==> src/inc/crp_defs.svh <==
// constants for the codec reset and power-down controller
`ifndef CRP_DEFS_SVH
`define CRP_DEFS_SVH

// register file geometry
`define CRP_NREG 18
`define CRP_AW 8
`define CRP_DW 8
`define CRP_ZERO_BYTE 8'h00

// register numbers
`define CRP_REG_FIRST 1
`define CRP_REG_LAST 17
`define CRP_REG_C1 2
`define CRP_REG_C2 7
`define CRP_REG_SPK 11
`define CRP_REG_HS 13
`define CRP_REG_HD 14
`define CRP_REG_HPF1 15
`define CRP_REG_HPF2 16
`define CRP_REG_X17 17
`define CRP_G1_LO 1
`define CRP_G1_HI 5
`define CRP_G2_LO 6
`define CRP_G2_HI 14

// field positions
`define CRP_PD_BIT 0
`define CRP_SWRST_BIT 1
`define CRP_DRV_PD_BIT 7
`define CRP_LINE_PD_BIT 6
`define CRP_ST_HI 5
`define CRP_ST_LO 4
`define CRP_MG_HI 1
`define CRP_MG_LO 0
`define CRP_SG_HI 2
`define CRP_SG_LO 0

// reset values (sidetone field 2'h1 selects 14 dB)
`define CRP_DEF_PLAIN 8'h00
`define CRP_DEF_HS 8'h10
`define CRP_DEF_HD 8'h10

// wait after hardware reset release
`define CRP_RST_WAIT_US 10
`define CRP_CLK_MHZ 100
`define CRP_RST_WAIT_CYC (`CRP_RST_WAIT_US * `CRP_CLK_MHZ)
`define CRP_RST_CNT_W 10

`endif

==> src/inc/crp_pkg.sv <==
// types shared by the codec reset and power-down controller
`include "crp_defs.svh"

package crp_pkg;

  typedef logic [`CRP_DW-1:0] crp_byte_t;

  // register write request from the control interface
  typedef struct packed {
    logic en;
    logic [`CRP_AW-1:0] addr;
    crp_byte_t data;
  } crp_wr_s;

  // output driver enables
  typedef struct packed {
    logic handset;
    logic headset;
    logic line;
    logic speaker;
  } crp_drv_s;

  typedef enum logic [1:0] {
    CRP_MG_0DB = 2'h0,
    CRP_MG_14DB = 2'h1,
    CRP_MG_23DB = 2'h2,
    CRP_MG_MUTE = 2'h3
  } crp_mic_gain_e;

  typedef enum logic [2:0] {
    CRP_SG_0DB = 3'h0,
    CRP_SG_20DB = 3'h1,
    CRP_SG_32DB = 3'h2,
    CRP_SG_42DB = 3'h3,
    CRP_SG_MUTE = 3'h4
  } crp_spk_gain_e;

  // preamplifier and sidetone settings
  typedef struct packed {
    crp_mic_gain_e handset_mic;
    crp_mic_gain_e headset_mic;
    crp_spk_gain_e speaker_mic;
    logic [1:0] handset_sidetone;
    logic [1:0] headset_sidetone;
  } crp_gain_s;

  // per-codec sequencer states, gray along run-hold-wait
  typedef enum logic [1:0] {
    CRP_RUN = 2'h0,
    CRP_HOLD = 2'h1,
    CRP_WAIT2 = 2'h3,
    CRP_WAIT1 = 2'h2
  } crp_cst_e;

  typedef struct packed {
    crp_cst_e st;
    logic cnt_rst;
    logic cm_hold;
    logic ready;
  } crp_codec_s;

  typedef struct packed {
    logic [`CRP_NREG-1:0][`CRP_DW-1:0] regs;
    logic pd_meta;
    logic pd_sync;
    logic [`CRP_RST_CNT_W-1:0] wait_cnt;
    logic wait_done;
    crp_drv_s drv;
    crp_gain_s gain;
    crp_byte_t rd_data;
    logic host_ready;
  } crp_top_s;

endpackage : crp_pkg

==> src/rtl/crp_codec_seq.sv <==
// per-codec counter reset and data-acceptance sequencer
`timescale 1ns/1ps

module crp_codec_seq
  import crp_pkg::*;
(
  // clock and reset
  input wire logic ref_clk,
  input wire logic rstn,
  input wire logic clk_en,
  // controls
  input wire logic sw_reset,
  input wire logic codec_pd,
  input wire logic hw_pd,
  input wire logic fsync,
  // status
  output crp_codec_s stat_q
);

  crp_codec_s d;

  // power-down pin was the last hold source
  logic hw_last_q;

  function automatic logic was_hw();
    return hw_last_q;
  endfunction : was_hw

  always_comb
  begin
    d = stat_q;
    d.cm_hold = codec_pd;
    d.cnt_rst = sw_reset | codec_pd | hw_pd;
    case (stat_q.st)
      CRP_RUN:
      begin
        d.ready = 1'b1;
        if (sw_reset | codec_pd | hw_pd)
        begin
          d.st = CRP_HOLD;
          d.ready = 1'b0;
        end
      end
      CRP_HOLD:
      begin
        d.ready = 1'b0;
        if (hw_pd)
          d.st = CRP_HOLD;
        else if (stat_q.cnt_rst && !d.cnt_rst && stat_q.st == CRP_HOLD)
          d.st = CRP_WAIT1;
        else if (!d.cnt_rst)
          d.st = CRP_WAIT1;
      end
      CRP_WAIT2:
      begin
        d.ready = 1'b0;
        if (d.cnt_rst)
          d.st = CRP_HOLD;
        else if (fsync)
          d.st = CRP_WAIT1;
      end
      CRP_WAIT1:
      begin
        d.ready = 1'b0;
        if (d.cnt_rst)
          d.st = CRP_HOLD;
        else if (fsync)
        begin
          d.st = CRP_RUN;
          d.ready = 1'b1;
        end
      end
      default:
      begin
        d.st = CRP_HOLD;
        d.ready = 1'b0;
      end
    endcase
    // power-down pin release waits two frame syncs
    if (stat_q.st == CRP_HOLD && !d.cnt_rst && stat_q.cnt_rst
        && hw_pd == 1'b0 && !sw_reset && !codec_pd && was_hw())
      d.st = CRP_WAIT2;
  end

  always_ff @(posedge ref_clk)
  begin
    if (!rstn)
    begin
      stat_q <= '{st: CRP_HOLD, cnt_rst: 1'b1, cm_hold: 1'b0, ready: 1'b0};
      hw_last_q <= 1'b0;
    end
    else if (clk_en)
    begin
      stat_q <= d;
      if (hw_pd)
        hw_last_q <= 1'b1;
      else if (stat_q.st != CRP_HOLD)
        hw_last_q <= 1'b0;
    end
  end

endmodule : crp_codec_seq

==> src/rtl/crp_ctrl.sv <==
// codec reset and power-down controller with control register file
//
// Summary of operation
// - codec power-down holds its outputs at common mode
// - each output driver has its own power-down bit
// - reset pin low loads every register default
// - register 2 soft reset restores group one
// - register 7 soft reset restores group two
// - data accepted from frame after soft reset
// - handset/headset mic gain 0, 14, 23, mute
// - speakerphone mic gain 0, 20, 32, 42, mute
// - sidetone gains default to 14 dB
// - power-down pin resets counters, keeps registers
// - codec power-down resets counters, keeps registers
`timescale 1ns/1ps
`include "crp_defs.svh"

module crp_ctrl
  import crp_pkg::*;
(
  // clock, reset, enable
  input wire logic ref_clk,
  input wire logic rstn,
  input wire logic clk_en,
  // pins and frame timing
  input wire logic hw_powerdown_pin,
  input wire logic fsync,
  // register access from the control interface
  input crp_wr_s wr,
  input wire logic [`CRP_AW-1:0] rd_addr,
  output crp_byte_t rd_data_q,
  // codec sequencing
  output logic c1_cnt_rst_q,
  output logic c2_cnt_rst_q,
  output logic c1_cm_hold_q,
  output logic c2_cm_hold_q,
  output logic host_ready_q,
  // analog settings
  output crp_drv_s drv_en_q,
  output crp_gain_s gain_q
);

  crp_top_s q;
  crp_top_s d;
  crp_codec_s c1_q;
  crp_codec_s c2_q;

  //////////////////////////////////////////////////////////////////////////
  // register helpers

  function automatic crp_byte_t reg_default(input int idx);
    case (idx)
      `CRP_REG_HS: reg_default = `CRP_DEF_HS;
      `CRP_REG_HD: reg_default = `CRP_DEF_HD;
      default: reg_default = `CRP_DEF_PLAIN;
    endcase
  endfunction : reg_default

  function automatic logic in_group1(input int idx);
    in_group1 = (idx >= `CRP_G1_LO && idx <= `CRP_G1_HI)
                || idx == `CRP_REG_HPF1;
  endfunction : in_group1

  function automatic logic in_group2(input int idx);
    in_group2 = (idx >= `CRP_G2_LO && idx <= `CRP_G2_HI)
                || idx == `CRP_REG_HPF2 || idx == `CRP_REG_X17;
  endfunction : in_group2

  function automatic crp_mic_gain_e mic_gain(input logic [1:0] f);
    case (f)
      2'h0: mic_gain = CRP_MG_0DB;
      2'h1: mic_gain = CRP_MG_14DB;
      2'h2: mic_gain = CRP_MG_23DB;
      default: mic_gain = CRP_MG_MUTE;
    endcase
  endfunction : mic_gain

  function automatic crp_spk_gain_e spk_gain(input logic [2:0] f);
    case (f)
      3'h0: spk_gain = CRP_SG_0DB;
      3'h1: spk_gain = CRP_SG_20DB;
      3'h2: spk_gain = CRP_SG_32DB;
      3'h3: spk_gain = CRP_SG_42DB;
      default: spk_gain = CRP_SG_MUTE;
    endcase
  endfunction : spk_gain

  function automatic logic addr_mapped(input logic [`CRP_AW-1:0] a);
    addr_mapped = a >= `CRP_AW'(`CRP_REG_FIRST)
                  && a <= `CRP_AW'(`CRP_REG_LAST);
  endfunction : addr_mapped

  //////////////////////////////////////////////////////////////////////////
  // per-codec sequencers

  crp_codec_seq u_codec1 (
    .ref_clk(ref_clk),
    .rstn(rstn),
    .clk_en(clk_en),
    .sw_reset(q.regs[`CRP_REG_C1][`CRP_SWRST_BIT]),
    .codec_pd(q.regs[`CRP_REG_C1][`CRP_PD_BIT]),
    .hw_pd(q.pd_sync),
    .fsync(fsync),
    .stat_q(c1_q)
  );

  crp_codec_seq u_codec2 (
    .ref_clk(ref_clk),
    .rstn(rstn),
    .clk_en(clk_en),
    .sw_reset(q.regs[`CRP_REG_C2][`CRP_SWRST_BIT]),
    .codec_pd(q.regs[`CRP_REG_C2][`CRP_PD_BIT]),
    .hw_pd(q.pd_sync),
    .fsync(fsync),
    .stat_q(c2_q)
  );

  //////////////////////////////////////////////////////////////////////////
  // next state

  always_comb
  begin
    d = q;

    // power-down pin synchroniser
    d.pd_meta = hw_powerdown_pin;
    d.pd_sync = q.pd_meta;

    // writes; register zero and unmapped numbers update nothing
    if (wr.en && addr_mapped(wr.addr))
      d.regs[wr.addr[4:0]] = wr.data;

    // soft resets hold their group at defaults while the bit stays set
    for (int i = `CRP_REG_FIRST; i <= `CRP_REG_LAST; i++)
    begin
      if (d.regs[`CRP_REG_C1][`CRP_SWRST_BIT] && in_group1(i)
          && i != `CRP_REG_C1)
        d.regs[i] = reg_default(i);
      if (d.regs[`CRP_REG_C2][`CRP_SWRST_BIT] && in_group2(i)
          && i != `CRP_REG_C2)
        d.regs[i] = reg_default(i);
    end
    if (d.regs[`CRP_REG_C1][`CRP_SWRST_BIT])
    begin
      d.regs[`CRP_REG_C1] = reg_default(`CRP_REG_C1);
      d.regs[`CRP_REG_C1][`CRP_SWRST_BIT] = 1'b1;
    end
    if (d.regs[`CRP_REG_C2][`CRP_SWRST_BIT])
    begin
      d.regs[`CRP_REG_C2] = reg_default(`CRP_REG_C2);
      d.regs[`CRP_REG_C2][`CRP_SWRST_BIT] = 1'b1;
    end

    // wait after hardware reset release
    if (!q.wait_done)
    begin
      if (q.wait_cnt == `CRP_RST_CNT_W'(`CRP_RST_WAIT_CYC - 1))
        d.wait_done = 1'b1;
      else
        d.wait_cnt = q.wait_cnt + `CRP_RST_CNT_W'(1);
    end

    // driver enables from power-down bits
    d.drv.handset = ~q.regs[`CRP_REG_HS][`CRP_DRV_PD_BIT];
    d.drv.headset = ~q.regs[`CRP_REG_HD][`CRP_DRV_PD_BIT];
    d.drv.line = ~q.regs[`CRP_REG_HD][`CRP_LINE_PD_BIT];
    d.drv.speaker = ~q.regs[`CRP_REG_SPK][`CRP_DRV_PD_BIT];

    // preamplifier and sidetone selections
    d.gain.handset_mic =
      mic_gain(q.regs[`CRP_REG_HS][`CRP_MG_HI:`CRP_MG_LO]);
    d.gain.headset_mic =
      mic_gain(q.regs[`CRP_REG_HD][`CRP_MG_HI:`CRP_MG_LO]);
    d.gain.speaker_mic =
      spk_gain(q.regs[`CRP_REG_SPK][`CRP_SG_HI:`CRP_SG_LO]);
    d.gain.handset_sidetone =
      q.regs[`CRP_REG_HS][`CRP_ST_HI:`CRP_ST_LO];
    d.gain.headset_sidetone =
      q.regs[`CRP_REG_HD][`CRP_ST_HI:`CRP_ST_LO];

    // read port, unmapped numbers read zero
    if (addr_mapped(rd_addr))
      d.rd_data = q.regs[rd_addr[4:0]];
    else
      d.rd_data = `CRP_ZERO_BYTE;

    d.host_ready = q.wait_done & c1_q.ready & c2_q.ready;
  end

  //////////////////////////////////////////////////////////////////////////
  // state register

  always_ff @(posedge ref_clk)
  begin
    if (!rstn)
    begin
      q <= '0;
      for (int i = 0; i < `CRP_NREG; i++)
        q.regs[i] <= reg_default(i);
      q.drv <= '{handset: 1'b1, headset: 1'b1, line: 1'b1, speaker: 1'b1};
      q.gain <= '{handset_mic: CRP_MG_0DB, headset_mic: CRP_MG_0DB,
                  speaker_mic: CRP_SG_0DB,
                  handset_sidetone: 2'(`CRP_DEF_HS >> `CRP_ST_LO),
                  headset_sidetone: 2'(`CRP_DEF_HD >> `CRP_ST_LO)};
    end
    else if (clk_en)
      q <= d;
  end

  //////////////////////////////////////////////////////////////////////////
  // outputs

  assign rd_data_q = q.rd_data;
  assign host_ready_q = q.host_ready;
  assign drv_en_q = q.drv;
  assign gain_q = q.gain;
  assign c1_cnt_rst_q = c1_q.cnt_rst;
  assign c2_cnt_rst_q = c2_q.cnt_rst;
  assign c1_cm_hold_q = c1_q.cm_hold;
  assign c2_cm_hold_q = c2_q.cm_hold;

endmodule : crp_ctrl

==> config.mk <==
export PLATFORM = sky130hd
export DESIGN_NAME = crp_ctrl
export DESIGN_NICKNAME = d
export VERILOG_FILES = /design/src/inc/crp_pkg.sv /design/src/rtl/crp_codec_seq.sv /design/src/rtl/crp_ctrl.sv
export VERILOG_INCLUDE_DIRS = /design/src /design/src/inc
export SDC_FILE = /design/constraint.sdc
export NUM_CORES = 1
export LEC_CHECK = 0
export ABC_CLOCK_PERIOD_IN_PS = 2400
export BUFFER_PORTS_ARGS = -buffer_cell sky130_fd_sc_hd__buf_2
export CORE_MARGIN = 2
export CORE_UTILIZATION = 50
export DETAILED_ROUTE_END_ITERATION = 12
export MAX_ROUTING_LAYER = met4
export PLACE_DENSITY = 0.68
export SYNTH_ARGS = -nofsm -noshare
export SYNTH_HDL_FRONTEND = slang
export SYNTH_SLANG_ARGS = --single-unit
==> constraint.sdc <==
create_clock -name ref_clk -period 2.4 [get_ports ref_clk]
set_input_delay 0.24 -clock ref_clk [delete_from_list [all_inputs] [get_ports ref_clk]]
set_output_delay 0.24 -clock ref_clk [all_outputs]
set_load 0.02 [all_outputs]
# Yosys cells after proc, flatten, opt, wreduce, memory -nomap -nowiden
# Cells that the tools add are included.
# op_classes
reduce_logical	45
bitwise	13
n_addsub	1
n_lt_le_gt_ge	7
eq_ne	24
mux	58
# ops
op	n
$mux 8	20
$bwmux 144	1
$mux 144	1
$bmux 8 s5	1
$demux 8 s5	1
$mux 2	16
$logic_and 1x1->1	20
$ge 8x1->1 const B	2
$le 8x5->1 const B	2
$ne 4x2->1 const B	4
$pmux 2 s4	2
$eq 2x2->1 const B	6
$lt 5x6->1 const B	2
$pmux 2 s3	2
$pmux 3 s4	1
$mux 1	11
$add 10x1->10 const B	1
$eq 10x10->1 const B	1
$ne 5x5->1 const B	2
$reduce_and 2->1	5
$reduce_and 5->1	2
$eq 2x1->1 const B	4
$logic_not 2->1	4
$reduce_bool 2->1	4
13 further kinds	33
# word_totals
in_bits	30
ff_bits	193
word_cells	193
output_inout_bits	28

# Depth between registers and ports, before layout
# logic_depth
word_depth	11
mapped_depth	9
mapped_depth_nobuf	6

# Cells and area by module
# A second synthesis with hierarchy kept.
# unflattened
hier_cells	832
hier_area_um2	8444.3
# by_module_without_submodules
module	n_inst	seq_area_each_um2	area_per_inst_um2	cells_per_inst
crp_ctrl	1	3623.5	7846.3	768
crp_codec_seq	2	120.1	299.0	32

# Least setup slack after synthesis
# OpenSTA, ideal clock, no wires.
# synth_timing
path_kind	input to register
start	input port wr[13] (netlist bit)
end	register q[147] (netlist bit)
n_path_buf	0
slack_ns	0.224
required_time_ns	2.344
arrival_ns	2.120
cell_stages	5
setup_ns	0.056
cell_sequence	nor4b_1 -> o211ai_2 -> nor4_4 -> nand2_2 -> a2bb2o_4
# synth_between
elab_chain_cells	6
elab_cells_between_ends	8
classes_between	order compare (2); mux (2); reduce/logical (4)
# synth_rtl
item	line_no	text
start, declared	crp_ctrl.sv:29	input crp_wr_s wr,
$ge 8x1->1 / $le 8x5->1 (equally long branches)	crp_ctrl.sv:89, crp_ctrl.sv:90	
$logic_and 1x1->1 (*)	crp_ctrl.sv:89	addr_mapped = a >= `CRP_AW'(`CRP_REG_FIRST)
$logic_and 1x1->1 (*)	crp_ctrl.sv:130	if (wr.en && addr_mapped(wr.addr))
$mux 144	crp_ctrl.sv:130	
$reduce_bool 2->1 (no source line)	n/a	
$reduce_and 2->1 (no source line)	n/a	
end, declared	crp_ctrl.sv:43	crp_top_s q;
# Mark *: on every way between the ends. The rest lies on a longest branch, timed or not. The select of a mux whose other input is x is not followed.
# A chain may end at the register's enable or synchronous reset.

# Worst setup path in the final report
# layout_timing
start	input port wr[9] (netlist bit)
end	register q[173] (netlist bit)
# layout_between
elab_chain_cells	8
elab_cells_between_ends	14
classes_between	order compare (4); mux (5); reduce/logical (5)
# layout_rtl
item	line_no	text
$lt 5x6->1 (implied by the code) / $ge 5x1->1 (equally long branches)	crp_ctrl.sv:131	d.regs[wr.addr[4:0]] = wr.data;
$logic_and 1x1->1 (implied by the code)	crp_ctrl.sv:131	
$mux 8 (implied by the code)	crp_ctrl.sv:131	
$demux 8 s5	crp_ctrl.sv:131	
$bwmux 144	crp_ctrl.sv:131	
$mux 144	crp_ctrl.sv:130	
$reduce_bool 2->1 (no source line)	n/a	
$reduce_and 2->1 (no source line)	n/a	
# Several ways; a longest one is shown, not always the timed one. The select of a mux whose other input is x is not followed.

==> impl_metrics.tcl <==
set metrics [dict create \
    outcome "completed" \
    syn_inst 888 \
    critPathArrivalTime_ns 2.57 \
    crit_type "input port to flop" \
    postRouteAntennaNets 0 \
    area_delta_synth_final_pct 13.6 \
    nets 959 \
    worst-endpoint-required_ns 2.75 \
    vias 7126 \
    grt_usage_pct 28.0 \
    grt-ovfl-total 0 \
    synth.net_count 919 \
    final.setup.tns_ns 0 \
    die_x_um 134 \
    place_area_um2 8920 \
    cts_tree "built" \
    layout_common_cells "dfxtp_1 (193), nand2_1 (153), o22ai_1 (63)" \
    drtIter0Drc 779 \
    drc 0 \
    grt_util_met2_pct 40.6 \
    core_area_um2 16500 \
    port_buffers 57 \
    grt_max_degree 70 \
    hpwl_um 16500 \
    die_area_um2 17900 \
    syn-cell-area_um2 8410 \
    tightest_slew_ns 0.807 \
    clock-root-buffer "clkbuf_16" \
    post_cts_buffers 0 \
    final-seq-area_um2 3860 \
    ys_warn_count 0 \
    worstPathMaxFanout 10 \
    finalSetupViolCount 0 \
    hold_violations 0 \
    design_area_um2 9560 \
    layout_commonest_cell "dfxtp_1" \
    grt_pass1_wl_um 37400 \
    fmax_mhz 451 \
    use_met3_pct 4.91 \
    drtPass1Iterations 5 \
    globalplace.congestion 0.944 \
    h-tree-depth 4 \
    synth_edf_count 0 \
    drt-wirelength-per-cell_um 20.7 \
    cp-start-kind "input port" \
    syn_area_per_cell_um2 9.47 \
    ioPinCount 58 \
    hold_buffers 0 \
    max_cap_viol_count 0 \
    clockBufferDepth 2 \
    rows 47 \
    synth.distinct_cells 62 \
    p_total_w 0.00682 \
    initial_core_util_pct 50.9 \
    ys_ff_latch 193 \
    antenna_found_initial 0 \
    die_y_um 134 \
    fin_skew_ns 0.0148 \
    clk_pin_slew_ns 0.06 \
    finalMaxSlewViolations 0 \
    post-route-min-period_ns 2.22 \
    grt_util_met1_pct 38.6 \
    clock-sinks 193 \
    fillers 1421 \
    whs_ns 0.0447 \
    fin_crit_sh_pct 92.5 \
    slew_headroom_pct 45.7 \
    wirelength_um 24000 \
    ys.flop_type "dfxtp_1" \
    rsz0062_at_grt "false" \
    leakagePower_nw 3.48 \
    peakVddDrop_v 0.000606 \
    hold_path.class "input port to flop" \
    p_per_area_nw_per_um2 714 \
    clock_latency_ns 0.44 \
    diodes 0 \
    routed_via_density 6.14 \
    ys_seq_area_share_pct 45.9 \
    cts_resized 0 \
    grt-busiest-layer "met2" \
    synthArstFlopShare_pct 0 \
    final_layout_size_suffix_gt1_share_pct 17.7 \
    multi_input_area_um2 4120 \
    end_kind "flop" \
    first_global_vias 6587 \
    cts_buffers 17 \
]
[synthesized netlist by cell type (2+ instances only)]
cell type	n	share of area (%)
a22oi_1	10	0.89
or4b_2	2	0.24
a21boi_0	2	0.18
nand2b_1	14	1.0
o2bb2ai_1	46	4.8
o21a_1	2	0.18
o21ai_1	6	0.36
buf_2	7	0.42
nor3_2	2	0.24
dfxtp_1	193	46
a32o_1	19	2.3
or3_1	4	0.30
nand3b_1	3	0.27
nor4b_1	2	0.21
or2_2	3	0.22
o22ai_1	63	4.7
a221o_1	9	1.1
xnor2_1	7	0.73
nand2_1	153	6.8
nand4_1	13	0.97
clkbuf_1	37	1.7
and2_1	11	0.82
a21oi_1	34	2.0
clkinv_1	2	0.089
o2111ai_1	2	0.21
mux2i_1	41	4.9
or3b_2	2	0.21
inv_1	13	0.58
nor2_1	55	2.5
o31ai_1	4	0.36
nor4_1	6	0.45
nor3b_1	2	0.18
mux4_2	24	6.4
nor2b_1	4	0.30
o21ai_0	11	0.65
nand3_1	15	0.89
nor3_1	11	0.65
buf_4	23	2.1
nand4b_1	2	0.21
nand2_2	3	0.22
buf_1	5	0.22
[critical path: stages]
cell      delay, ns
buf_2          0.17
o31ai_1        0.44
o211ai_2       0.34
nor4_4         0.65
nand2_1        0.45
o22ai_1        0.28
[registers in the layout, summed over array words and instances (netlist names)]
| signal | count |
|---|---|
| u_codec1.hw_last_q | 1 |
| drv_en_q | 4 |
| rd_data_q | 8 |
| q | 152 |
| u_codec2.hw_last_q | 1 |
| gain_q | 11 |
| u_codec1.stat_q | 5 |
| d | 5 |
| host_ready_q | 1 |
| u_codec2.stat_q | 5 |
[final timing paths]
kind	slack, ns	endpoint	from	cells past startpoint
worst max-delay path	0.18	q[173]$_SDFFE_PN0P_	wr[9]	6
worst min-delay path	0.04	d[35]$_SDFFE_PN0P_	hw_powerdown_pin	3
worst max register to register	0.31	q[129]$_SDFFE_PN0P_	q[94]$_SDFFE_PN0P_	4
worst min register to register	0.46	u_codec1.hw_last_q$_SDFFE_PN0P_	u_codec1.hw_last_q$_SDFFE_PN0P_	2
[report_power, final]
| part | internal (W) | switching (W) |
|---|---|---|
| clock | 0.00190 | 0.00122 |
| combinational | 0.000154 | 0.000311 |
| sequential | 0.00322 | 0.0000191 |
| total | 0.00528 | 0.00155 |
[per-stage QoR]
| step | instances | util (%) | worst slack [ns] |
|---|---|---|---|
| floorplan | 888 | - | 0.224 |
| global placement | 1129 | 54.0 | -0.0576 |
| detailed placement | 1129 | 54.0 | -0.167 |
| CTS | 1160 | 57.8 | 0.282 |
| global route | 1160 | 57.8 | 0.0316 |
| finish | 1160 | 57.8 | 0.181 |
[cell type report]
| type | instances | share of cell area, % |
|---|---|---|
| Multi-Input combinational cell | 607 | 43.1 |
| Clock inverter | 10 | 1.90 |
| Tap cell | 220 | 2.88 |
| Timing Repair Buffer | 93 | 6.23 |
| Sequential cell | 193 | 40.4 |
| Inverter | 16 | 0.628 |
| Clock buffer | 21 | 4.82 |
[kinds of logic (layout without fill, tap and decap cells)]
family          count (synthesis)  count (layout)  share of synthesized area (%)
simple gates                  311             311                           17.4
xor+xnor                        8               8                          0.833
compound gates                222             222                           19.3
buf+inv                        88             140                           5.06
flops                         193             193                           45.9
mux                            65              65                           11.3
fa+ha+maj                       1               1                          0.149
[per-layer routing]
metal / part of all wire, % / vias up
met4: 3.0 / 0
met1: 44 / 3428
li1: - / 3340
met5: 0 / -
met2: 45 / 312
met3: 7.4 / 46
Note: power is estimated with default switching activity, not from simulation.
